--- config.mk ---
export PLATFORM = sky130hd
export DESIGN_NAME = gdfc_top
export DESIGN_NICKNAME = d
export VERILOG_FILES = /design/src/verilog/gdfc_top.v /design/src/verilog/gdfc_sync.v /design/src/verilog/gdfc_dly.v
export VERILOG_INCLUDE_DIRS = /design/src /design/src/include
export SDC_FILE = /design/constraint.sdc
export NUM_CORES = 1
export LEC_CHECK = 0
export BUFFER_PORTS_ARGS = -buffer_cell sky130_fd_sc_hd__buf_2
export CAP_MARGIN = 10
export CORE_AREA = 2 2 80 82
export DETAILED_ROUTE_END_ITERATION = 16
export DIE_AREA = 0 0 82 84
export GPL_TIMING_DRIVEN = 0
export PLACE_DENSITY = 0.69
export SLEW_MARGIN = 25
export SYNTH_ARGS = -nofsm -noshare
export SYNTH_HDL_FRONTEND = slang
export SYNTH_SLANG_ARGS = --single-unit
--- constraint.sdc ---
create_clock -name clk -period 6.5 [get_ports clk]
set_clock_uncertainty 0.15 [all_clocks]
set_input_delay 0.975 -clock clk [delete_from_list [all_inputs] [get_ports clk]]
set_output_delay 0.975 -clock clk [all_outputs]
set_load 0.02 [all_outputs]
--- src/include/gdfc_defines.vh ---
// constants for the gate drive fault controller
`ifndef GDFC_DEFINES_VH
`define GDFC_DEFINES_VH

// clock
`define GDFC_CLK_PERIOD_NS 10

// retry sequencing
`define GDFC_RETRY_CYCLES 32
`define GDFC_RETRY_CNT_W 6

// fault flag release delay after retry turn-on
`define GDFC_FLT_DEASSERT_NS 260000
`define GDFC_FLT_DEASSERT_CYC \
    ((`GDFC_FLT_DEASSERT_NS + `GDFC_CLK_PERIOD_NS - 1) / `GDFC_CLK_PERIOD_NS)
`define GDFC_DLY_CNT_W 16

// longest short-circuit response, cycles rounded down
`define GDFC_SC_RESP_NS 1200
`define GDFC_SC_RESP_CYC (`GDFC_SC_RESP_NS / `GDFC_CLK_PERIOD_NS)

// bit positions inside the synchronised pin group
`define GDFC_PIN_W 5
`define GDFC_PIN_EN 0
`define GDFC_PIN_MAIN 1
`define GDFC_PIN_PRE 2
`define GDFC_PIN_LATCH 3
`define GDFC_PIN_POR 4

`endif

--- src/verilog/gdfc_top.v ---
// control logic of a high-side gate driver with overcurrent sequencing
`timescale 1ns/10ps
`default_nettype none
`include "gdfc_defines.vh"

module gdfc_top #(
    parameter RETRY_CYCLES = `GDFC_RETRY_CYCLES,
    parameter FLT_DEASSERT_CYC = `GDFC_FLT_DEASSERT_CYC
) (
    input wire clk,
    input wire resetn,
    input wire shutdown_ctl_n,
    input wire supply_in_ok,
    input wire main_switch_cmd,
    input wire precharge_cmd,
    input wire latch_off_mode,
    input wire rail_above_uvlo_rise,
    input wire rail_above_uvlo_fall,
    input wire rail_at_pump_high,
    input wire rail_above_pump_low,
    input wire oc_sense_over,
    input wire sc_sense_over,
    input wire timer_at_warn,
    input wire timer_at_oc,
    input wire timer_above_low,
    output reg charge_pump_on,
    output reg driver_active,
    output reg source_drive_out,
    output reg sink_drive_out,
    output reg precharge_source_out,
    output reg precharge_sink_out,
    output reg timer_charge_strong,
    output reg timer_charge_weak,
    output reg timer_discharge_weak,
    output reg timer_discharge_fast,
    output reg overcurrent_fault_n
);

    // ------------------------------------------------------------
    // protection states
    // ------------------------------------------------------------
    localparam [5:0] ST_RUN = 6'h01;
    localparam [5:0] ST_OC_TIME = 6'h02;
    localparam [5:0] ST_RETRY_DIS = 6'h04;
    localparam [5:0] ST_RETRY_CHG = 6'h08;
    localparam [5:0] ST_LATCHED = 6'h10;
    localparam [5:0] ST_CMD_WAIT = 6'h20;

    // parameters are 32-bit integers; keep only the counter widths on purpose
    localparam integer RETRY_LAST_I = RETRY_CYCLES - 1;
    localparam integer DLY_COUNT_I = FLT_DEASSERT_CYC;
    localparam [`GDFC_RETRY_CNT_W-1:0] RETRY_LAST = RETRY_LAST_I[`GDFC_RETRY_CNT_W-1:0];
    localparam [`GDFC_DLY_CNT_W-1:0] DLY_COUNT = DLY_COUNT_I[`GDFC_DLY_CNT_W-1:0];

    // ------------------------------------------------------------
    // pin synchronisation
    // ------------------------------------------------------------
    wire [`GDFC_PIN_W-1:0] pins_raw;
    wire [`GDFC_PIN_W-1:0] pins;
    wire en_s;
    wire main_s;
    wire pre_s;
    wire latch_mode_s;
    wire por_ok_s;

    assign pins_raw = {supply_in_ok, latch_off_mode, precharge_cmd, main_switch_cmd,
                       shutdown_ctl_n};

    gdfc_sync #(
        .WIDTH(`GDFC_PIN_W),
        .RESET_VAL({`GDFC_PIN_W{1'b0}})
    ) u_pin_sync (
        .clk(clk),
        .resetn(resetn),
        .d(pins_raw),
        .q(pins)
    );

    assign en_s = pins[`GDFC_PIN_EN];
    assign main_s = pins[`GDFC_PIN_MAIN];
    assign pre_s = pins[`GDFC_PIN_PRE];
    assign latch_mode_s = pins[`GDFC_PIN_LATCH];
    assign por_ok_s = pins[`GDFC_PIN_POR];

    // ------------------------------------------------------------
    // state and helpers
    // ------------------------------------------------------------
    reg [5:0] state_r;
    reg [5:0] state_nxt;
    reg [`GDFC_RETRY_CNT_W-1:0] retry_cnt_r;
    reg [`GDFC_RETRY_CNT_W-1:0] retry_cnt_nxt;
    reg uvlo_ok_r;
    reg uvlo_ok_nxt;
    reg pump_nxt;
    reg main_prev_r;
    reg flt_nxt;
    reg dly_start;
    wire dly_busy;
    wire active;
    wire powered;
    wire main_fall;

    // shutdown or supply loss both put the whole block at rest
    assign powered = en_s & por_ok_s;
    assign active = powered & uvlo_ok_r;
    // latch clears on command low edge or whenever the command is low
    assign main_fall = main_prev_r & ~main_s;

    // ------------------------------------------------------------
    // boost lockout with hysteresis and pump regulation
    // ------------------------------------------------------------
    always @* begin
        uvlo_ok_nxt = uvlo_ok_r;
        if (!powered) begin
            uvlo_ok_nxt = 1'b0;
        end else if (rail_above_uvlo_rise) begin
            uvlo_ok_nxt = 1'b1;
        end else if (!rail_above_uvlo_fall) begin
            uvlo_ok_nxt = 1'b0;
        end
    end

    always @* begin
        pump_nxt = charge_pump_on;
        if (!powered) begin
            pump_nxt = 1'b0;
        end else if (rail_at_pump_high) begin
            pump_nxt = 1'b0;
        end else if (!rail_above_pump_low) begin
            pump_nxt = 1'b1;
        end else if (!charge_pump_on && !rail_above_uvlo_rise) begin
            // coming out of shutdown the rail sits between levels: start pumping
            pump_nxt = 1'b1;
        end
    end

    // ------------------------------------------------------------
    // fault flag release delay
    // ------------------------------------------------------------
    gdfc_dly #(
        .CNT_W(`GDFC_DLY_CNT_W),
        .COUNT(DLY_COUNT)
    ) u_flt_dly (
        .clk(clk),
        .resetn(resetn),
        .start(dly_start),
        .cancel(~active),
        .busy(dly_busy)
    );

    // ------------------------------------------------------------
    // overcurrent / short-circuit sequencer
    // ------------------------------------------------------------
    always @* begin
        state_nxt = state_r;
        retry_cnt_nxt = retry_cnt_r;
        dly_start = 1'b0;
        if (!active) begin
            state_nxt = ST_RUN;
            retry_cnt_nxt = {`GDFC_RETRY_CNT_W{1'b0}};
        end else begin
            case (state_r)
            ST_RUN: begin
                // fixed fast short path bypasses the timer
                if (sc_sense_over) begin
                    state_nxt = latch_mode_s ? ST_LATCHED : ST_RETRY_DIS;
                    retry_cnt_nxt = {`GDFC_RETRY_CNT_W{1'b0}};
                end else if (oc_sense_over) begin
                    state_nxt = ST_OC_TIME;
                end
            end
            ST_OC_TIME: begin
                if (sc_sense_over || timer_at_oc) begin
                    // turn-off at overcurrent level or on a short: latch in latch mode, else retry
                    state_nxt = latch_mode_s ? ST_LATCHED : ST_RETRY_DIS;
                    retry_cnt_nxt = {`GDFC_RETRY_CNT_W{1'b0}};
                end else if (!oc_sense_over) begin
                    state_nxt = ST_RUN;
                end
            end
            ST_RETRY_DIS: begin
                // slow discharge down to low level
                if (!timer_above_low) begin
                    state_nxt = ST_RETRY_CHG;
                end
            end
            ST_RETRY_CHG: begin
                if (timer_at_oc) begin
                    if (retry_cnt_r == RETRY_LAST) begin
                        // turn back on, flag held for release delay
                        state_nxt = ST_RUN;
                        retry_cnt_nxt = {`GDFC_RETRY_CNT_W{1'b0}};
                        dly_start = 1'b1;
                    end else begin
                        state_nxt = ST_RETRY_DIS;
                        retry_cnt_nxt = retry_cnt_r + {{(`GDFC_RETRY_CNT_W-1){1'b0}}, 1'b1};
                    end
                end
            end
            ST_LATCHED: begin
                // held off; cleared whenever the command is low
                if (main_fall || !main_s) begin
                    state_nxt = ST_CMD_WAIT;
                    retry_cnt_nxt = {`GDFC_RETRY_CNT_W{1'b0}};
                end
            end
            ST_CMD_WAIT: begin
                // latch reset done; pull-up only follows a fresh high command
                if (main_s) begin
                    state_nxt = ST_RUN;
                end
            end
            default: begin
                state_nxt = ST_RUN;
            end
            endcase
        end
    end

    // ------------------------------------------------------------
    // fault flag
    // ------------------------------------------------------------
    always @* begin
        flt_nxt = 1'b1;
        if (active) begin
            case (state_nxt)
            // warning once timer reaches warn level
            ST_OC_TIME: flt_nxt = ~timer_at_warn;
            // short asserts flag with the turn-off
            ST_RETRY_DIS: flt_nxt = 1'b0;
            ST_RETRY_CHG: flt_nxt = 1'b0;
            ST_LATCHED: flt_nxt = 1'b0;
            ST_RUN: flt_nxt = ~(dly_start | dly_busy);
            default: flt_nxt = 1'b1;
            endcase
        end
    end

    // ------------------------------------------------------------
    // registers and drive outputs
    // ------------------------------------------------------------
    always @(posedge clk or negedge resetn) begin
        if (!resetn) begin
            state_r <= ST_RUN;
            retry_cnt_r <= {`GDFC_RETRY_CNT_W{1'b0}};
            uvlo_ok_r <= 1'b0;
            main_prev_r <= 1'b0;
            charge_pump_on <= 1'b0;
            driver_active <= 1'b0;
            source_drive_out <= 1'b0;
            sink_drive_out <= 1'b1;
            precharge_source_out <= 1'b0;
            precharge_sink_out <= 1'b1;
            timer_charge_strong <= 1'b0;
            timer_charge_weak <= 1'b0;
            timer_discharge_weak <= 1'b0;
            timer_discharge_fast <= 1'b1;
            overcurrent_fault_n <= 1'b1;
        end else begin
            state_r <= state_nxt;
            retry_cnt_r <= retry_cnt_nxt;
            uvlo_ok_r <= uvlo_ok_nxt;
            main_prev_r <= main_s;
            charge_pump_on <= pump_nxt;
            driver_active <= active;
            // pull-up when commanded and no fault holds the switch off
            source_drive_out <= active & main_s & ((state_nxt == ST_RUN) |
                                                   (state_nxt == ST_OC_TIME));
            // pulldown whenever the pull-up is not driving
            sink_drive_out <= ~(active & main_s & ((state_nxt == ST_RUN) |
                                                   (state_nxt == ST_OC_TIME)));
            // precharge source current, untouched by faults
            precharge_source_out <= active & pre_s;
            // strong pulldown when command low or shut down
            precharge_sink_out <= ~(active & pre_s);
            // strong timer charge while timing overcurrent
            timer_charge_strong <= active & (state_nxt == ST_OC_TIME);
            timer_charge_weak <= active & (state_nxt == ST_RETRY_CHG);
            timer_discharge_weak <= active & (state_nxt == ST_RETRY_DIS);
            // fast discharge when idle, latched or latch cleared
            timer_discharge_fast <= ~active | (state_nxt == ST_RUN) |
                                    (state_nxt == ST_LATCHED) | (state_nxt == ST_CMD_WAIT);
            overcurrent_fault_n <= flt_nxt;
        end
    end

endmodule
`default_nettype wire

--- src/verilog/gdfc_sync.v ---
// two-flop synchroniser for a group of pin levels
`timescale 1ns/10ps
`default_nettype none

module gdfc_sync #(
    parameter WIDTH = 1,
    parameter [WIDTH-1:0] RESET_VAL = {WIDTH{1'b0}}
) (
    input wire clk,
    input wire resetn,
    input wire [WIDTH-1:0] d,
    output reg [WIDTH-1:0] q
);

    reg [WIDTH-1:0] meta_r;

    // meta_r feeds only q; nothing else may look at it
    always @(posedge clk or negedge resetn) begin
        if (!resetn) begin
            meta_r <= RESET_VAL;
            q <= RESET_VAL;
        end else begin
            meta_r <= d;
            q <= meta_r;
        end
    end

endmodule
`default_nettype wire

--- src/verilog/gdfc_dly.v ---
// retriggerable one-shot delay counter
`timescale 1ns/10ps
`default_nettype none

module gdfc_dly #(
    parameter CNT_W = 16,
    parameter [CNT_W-1:0] COUNT = {{(CNT_W-1){1'b0}}, 1'b1}
) (
    input wire clk,
    input wire resetn,
    input wire start,
    input wire cancel,
    output wire busy
);

    reg [CNT_W-1:0] cnt_r;
    reg [CNT_W-1:0] cnt_nxt;

    assign busy = (cnt_r != {CNT_W{1'b0}});

    always @* begin
        cnt_nxt = cnt_r;
        if (cancel) begin
            cnt_nxt = {CNT_W{1'b0}};
        end else if (start) begin
            cnt_nxt = COUNT;
        end else if (busy) begin
            cnt_nxt = cnt_r - {{(CNT_W-1){1'b0}}, 1'b1};
        end
    end

    always @(posedge clk or negedge resetn) begin
        if (!resetn) begin
            cnt_r <= {CNT_W{1'b0}};
        end else begin
            cnt_r <= cnt_nxt;
        end
    end

endmodule
`default_nettype wire

# ---- Yosys cells after proc, flatten, opt, wreduce, memory -nomap -nowiden
# Index checks and enable logic that the tools add are counted.
dict set report word_totals {
  out_inout_bits 11
  wordCells 105
  regBits 51
  in_bits 16
}
dict set report classes {
  n_eq_ne 21
  add_sub_neg 2
  muxes 35
  n_reduce_logical 9
  bitwise 20
}
# cell count
set op_table {}
lappend op_table {{two-way mux 6 bit} 15}
lappend op_table {{two-way mux 16 bit} 3}
lappend op_table {{one-hot mux 6 bit (6 select lines)} 1}
lappend op_table {{one-hot mux 6 bit (4 select lines)} 1}
lappend op_table {{equality test 6 x 5 -> 1 bit, second input constant} 3}
lappend op_table {{inequality test 3 bit, second input constant} 6}
lappend op_table {{nonzero test 16 bit} 1}
lappend op_table {{subtractor 16 x 1 -> 16 bit, second input constant} 1}
lappend op_table {{equality test 6 x 1 -> 1 bit, second input constant} 2}
lappend op_table {{equality test 6 x 2 -> 1 bit, second input constant} 2}
lappend op_table {{equality test 6 x 3 -> 1 bit, second input constant} 2}
lappend op_table {{equality test 6 x 4 -> 1 bit, second input constant} 2}
lappend op_table {{equality test 6 bit, second input constant} 2}
lappend op_table {{two-way mux 1 bit} 12}
lappend op_table {{bitwise AND 1 bit} 9}
lappend op_table {{adder 6 x 1 -> 6 bit, second input constant} 1}
lappend op_table {{NOT 1 bit} 6}
lappend op_table {{two-way mux 5 bit} 1}
lappend op_table {{inequality test 5 x 1 -> 1 bit, second input constant} 1}
lappend op_table {{bitwise OR 1 bit} 5}
lappend op_table {{AND reduction 5 bit} 1}
lappend op_table {{inequality test 4 x 3 -> 1 bit, second input constant} 1}
lappend op_table {{zero test 1 bit} 3}
lappend op_table {{two-way mux 3 bit} 1}
lappend op_table {{other kinds (4)} 5}

# ---- Depth between registers and ports, before layout
dict set report logic_depth {
  word_depth 10
  ltp_mapped 8
  depth_no_buf 7
}

# ---- Modules after synthesis
# From an unflattened synthesis, not the netlist that was laid out.
dict set report hier_totals {
  cells_unflattened 253
  hier_area_um2 2474.9
}
# module cells_each seq_area_each_um2 instances area_each_um2
set modules_own_cells {}
lappend modules_own_cells {gdfc_top 137 606.8 1 1300.0}
lappend modules_own_cells {gdfc_dly 106 400.4 1 924.6}
lappend modules_own_cells {gdfc_sync 10 250.2 1 250.2}

# ---- Worst setup path before layout
# OpenSTA, ideal clock, no wires.
dict set report synth_path {
  path_kind {flip-flop to flip-flop}
  startpoint {register u_flt_dly.cnt_r[0]}
  endpoint {register u_flt_dly.cnt_r[14]}
  synth_period_minus_slack_ps 2384
  n_path_buf 0
  required_time_ps 6212
  stages_incl_launch_ff 8
  arrival_time_ps 2096
  slack_ps 4116
  setup_ps 138
  path_cell_list {dfrtp_1 > inv_1 > ha_1 > or4b_1 > or4_4 > nor4_1 > mux2i_1 > a21oi_1}
}
dict set report synth_between {
  elab_chain_len 4
  elab_cells_between_ends 6
  classes_between {add/sub: 1; eq/ne: 1; mux: 3; reduce/logical: 1}
}
# element line_no
set synth_rtl {}
lappend synth_rtl {{start, declared} gdfc_dly.v:16} ;# reg [CNT_W-1:0] cnt_r;
lappend synth_rtl {{start signal, assigned} gdfc_dly.v:34} ;# cnt_r <= {CNT_W{1'b0}};
lappend synth_rtl {{start signal, assigned} gdfc_dly.v:36} ;# cnt_r <= cnt_nxt;
lappend synth_rtl {{subtractor 16 x 1 -> 16 bit} gdfc_dly.v:28} ;# cnt_nxt = cnt_r - {{(CNT_W-1){1'b0}}, 1'b1};
lappend synth_rtl {{two-way mux 16 bit} gdfc_dly.v:27} ;# end else if (busy) begin
lappend synth_rtl {{two-way mux 16 bit} gdfc_dly.v:25} ;# end else if (start) begin
lappend synth_rtl {{two-way mux 16 bit} gdfc_dly.v:23} ;# if (cancel) begin
# Parallel ways exist; a longest one is shown, timed or not. The select of a mux whose other input is x is not followed.
# A chain may end at the register's enable or synchronous reset.

# ---- Worst setup path after layout
# Ends and elaborated chain as after synthesis.

==> run_results.csv <==
group,metric,value,unit
clock_tree,cts_root_buf,"clkbuf_8",
route,met1Wirelength,2260,um
synthesis,ys_types,50,
global_route,grt_max_degree,51,
timing,report.final.setup_viol,0,
die,ios,27,
synthesis,synth_seq_cells,50,
synthesis,yosys_most_used_dff,"dfrtp_1",
worst_setup_path,path_buf_inv,1,
synthesis,yosys.area.top_type,"dfrtp_1",
timing,max_slew_margin,0.591,
power,p_clk_frac,0.368,
worst_setup_path,crit_type,"reg2reg",
route,top_layer_used,"met4",
timing,max_freq,383,MHz
worst_setup_path,crit_path_start_kind,"flop",
worst_setup_path,cpMaxStageDelayCell,"or4b_1",
run,maxCapViolCount,0,
min_path,hold_class,"reg2reg",
placement,place_congestion,0.870,
cells_and_area,final_core_util,0.442,
power,powerDensity,201,nW/um^2
clock_tree,cts_resized,0,
power,p_int,0.000404,W
placement,dpl.hpwl,3390,um
cells_and_area,nNetsFinal,276,
timing,min_period,2.61,ns
route,drtIter0Drc,77,
synthesis,async_flop_share,1.00,
synthesis,yosysTopAreaCellShare,0.476,
route,dr_total_vias,1849,
die,start_util,0.388,
cells_and_area,antenna_cells,0,
timing,tightestPinTransition,0.613,ns
worst_setup_path,cp.arrival,2.64,ns
synthesis,synth_area_leaders,"dfrtp_1, dfstp_2, nor2_1, xor2_1, a21oi_1",
power,switching_power,0.000136,W
route,wl_per_cell,14.3,um
synthesis,synth.most_common_cell,"dfrtp_1",
route,met3WireLength,209,um
worst_setup_path,cpPeakStageDelay,0.50,ns
clock_tree,numCtsBuffers,5,
cells_and_area,fillers,610,
cells_and_area,drive_above_1_share,0.189,
global_route,first_global_vias,1718,
clock_tree,post-cts-setup-buffers,0,
worst_setup_path,reg2reg_slack,3.89,ns
clock_tree,clock_path_buffers,2,
clock_tree,cts_max_level,2,
synthesis,synth.avg_cell_area,10.5,sq um
worst_setup_path,endpoint_kind,"flop",
timing,finalMaxSlewViolations,0,
route,firstDrtPassIters,4,
synthesis,yosysSeqAreaShare,0.532,
clock_tree,clk_pin_slew,0.10,ns
global_route,grt_overflow,0,
cells_and_area,stdcell_area,2690,sq um
clock_tree,cts_tree,"yes",
die,die-area,6890,sq um
die,core-area,6100,sq um
worst_setup_path,crit_chain,"inv_1, ha_1, or4b_1, or4_4, nor4_1, mux2i_1, a21oi_1",
global_route,gr-usage-all-layers,0.153,
global_route,grt_pass1_wl,8140,um
synthesis,netlist_instances,225,
synthesis,netlist_area,2360,sq um
clock_tree,insertion_delay,0.31,ns
timing,setup-tns-final,0,ns
die,fp.dieH,84,um
route,routed-wl-met2,2270,um
route,vias_per_cell,5.50,
timing,timing.hold.ws,0.207,ns
run_status,status,"finished clean",
synthesis,synth_edf_count,0,
synthesis,synth_fp_nets,243,
synthesis,ys_top_cells_by_count,"dfrtp_1, nor2_1, nand2_1, a21oi_1",
route,route.detailed.drc,0,
route,routed_wl,4820,um
power,power_frac_comb,0.044,
worst_setup_path,critical_path_required,6.53,ns
placement,placed_area,2590,sq um
worst_setup_path,crit_family,"simple AND/OR/NAND/NOR gates",
die,dieWidth,82,um
route,antenna_left,0,
die,num_rows,29,
placement,port_buffers,26,
synthesis,yosys_warnings,0,
worst_setup_path,path_max_fanout,4,
timing,grt_setup_unrepaired,"false",
timing,fin_crit_sh,0.401,
timing,final_hold_viol_count,0,
power,p_leak,1.23,nW
cells_and_area,area_delta_synth_final,13.8,%
power,p_seq_frac,0.588,
clock_tree,ctsHoldBuffers,0,
power,vdd_drop_max,0.105,mV
power,p_sw_frac,0.252,
global_route,antenna_found_initial,0,
clock_tree,clock-sinks,50,
-- cells by family (layout without fill, tap and decap cells) --
| kind of cell | count (synthesis) | in the layout | synth area share |
|---|---|---|---|
| and+or+nand+nor | 96 | 96 | 0.227 |
| xor gates and xnor gates | 13 | 13 | 0.0481 |
| buffers and inverters | 12 | 46 | 0.0259 |
| DFF | 50 | 50 | 0.532 |
| AOI/OAI and AO/OA | 50 | 50 | 0.148 |
| adders and majority gates | 2 | 2 | 0.0106 |
| muxes | 2 | 2 | 0.00847 |
-- metrics by stage --
step	power, W	cells	worst slack (ns)
global route	0.000561	336	3.73
floorplan	0.000333	225	4.12
global placement	0.000347	328	3.94
finish	0.000541	336	3.89
detailed placement	0.000348	328	3.89
CTS	0.000546	336	3.88
-- layer usage --
| layer | vias to the layer above | track usage |
|---|---|---|
| met5 | - | 0 |
| met4 | 0 | 0.0576 |
| met3 | 9 | 0.0346 |
| met2 | 46 | 0.231 |
| met1 | 902 | 0.213 |
| li1 | 892 | - |
-- power groups by stage --
stage | Sequential, W | Clock (W) | Combinational [W]
floorplan | 0.000324 | 0 | 0.00000825
global placement | 0.000324 | 0 | 0.0000238
detailed placement | 0.000324 | 0 | 0.0000244
CTS | 0.000318 | 0.000203 | 0.0000245
global route | 0.000318 | 0.000216 | 0.0000270
finish | 0.000318 | 0.000199 | 0.0000239
-- layout by cell type, fill, tap and decap left out, types with 2 or more instances in the layout --
master	n
or3_1	5
o211ai_1	5
a31oi_1	5
nor2_1	26
nand3_1	6
nor4_1	5
inv_1	8
and3_1	3
nand2b_1	3
dfstp_2	5
xnor2_1	3
o31ai_1	2
ha_1	2
xor2_1	10
buf_2	26
and2_1	2
buf_6	2
clkbuf_8	5
a311oi_1	3
or4_4	2
o21ai_0	6
nor3b_1	2
nor3_1	10
nand4b_1	3
nand2_1	14
o211a_1	2
dfrtp_1	45
mux2i_1	2
a21oi_1	13
nor2b_1	5
a211oi_1	4
or4_1	2
-- sequential cells by signal, summed over array words and instances (netlist names), 5 cells and up --
name / count
u_pin_sync.q: 5
u_pin_sync.meta_r: 5
state_r: 6
u_flt_dly.cnt_r: 16
retry_cnt_r: 6
-- worst register-to-register path, stage by stage (launching register included) --
cell and delay, ns:
dfrtp_1 0.41, inv_1 0.10, ha_1 0.19, or4b_1 0.51
or4_4 0.48, nor4_1 0.34, mux2i_1 0.24, a21oi_1 0.08
-- worst paths after layout --
kind                                                   end  depth (start not counted)                            from
min in group asynchronous       retry_cnt_r[0]$_DFFE_PN0P_                          1                          resetn
max in group asynchronous   u_flt_dly.cnt_r[4]$_DFFE_PN0P_                          1                          resetn
setup / recovery           u_flt_dly.cnt_r[14]$_DFFE_PN0P_                          7  u_flt_dly.cnt_r[0]$_DFFE_PN0P_
hold / removal                   u_pin_sync.q[0]$_DFF_PN0_                          0  u_pin_sync.meta_r[0]$_DFF_PN0_
hold reg to reg                  u_pin_sync.q[0]$_DFF_PN0_                          0  u_pin_sync.meta_r[0]$_DFF_PN0_
setup reg to reg           u_flt_dly.cnt_r[14]$_DFFE_PN0P_                          7  u_flt_dly.cnt_r[0]$_DFFE_PN0P_
-- final cells by class --
type / instances / area, sq um / area share
multi-input combinational: 163 / 1050 / 0.389
timing repair buffer: 26 / 133 / 0.0493
clock inverter: 3 / 28.8 / 0.0107
tap: 77 / 96.3 / 0.0358
sequential: 50 / 1260 / 0.467
clock buffer: 5 / 68.8 / 0.0256
buffer: 4 / 31.3 / 0.0116
inverter: 8 / 30.0 / 0.0112
Note: power is estimated with default switching activity, not from simulation.
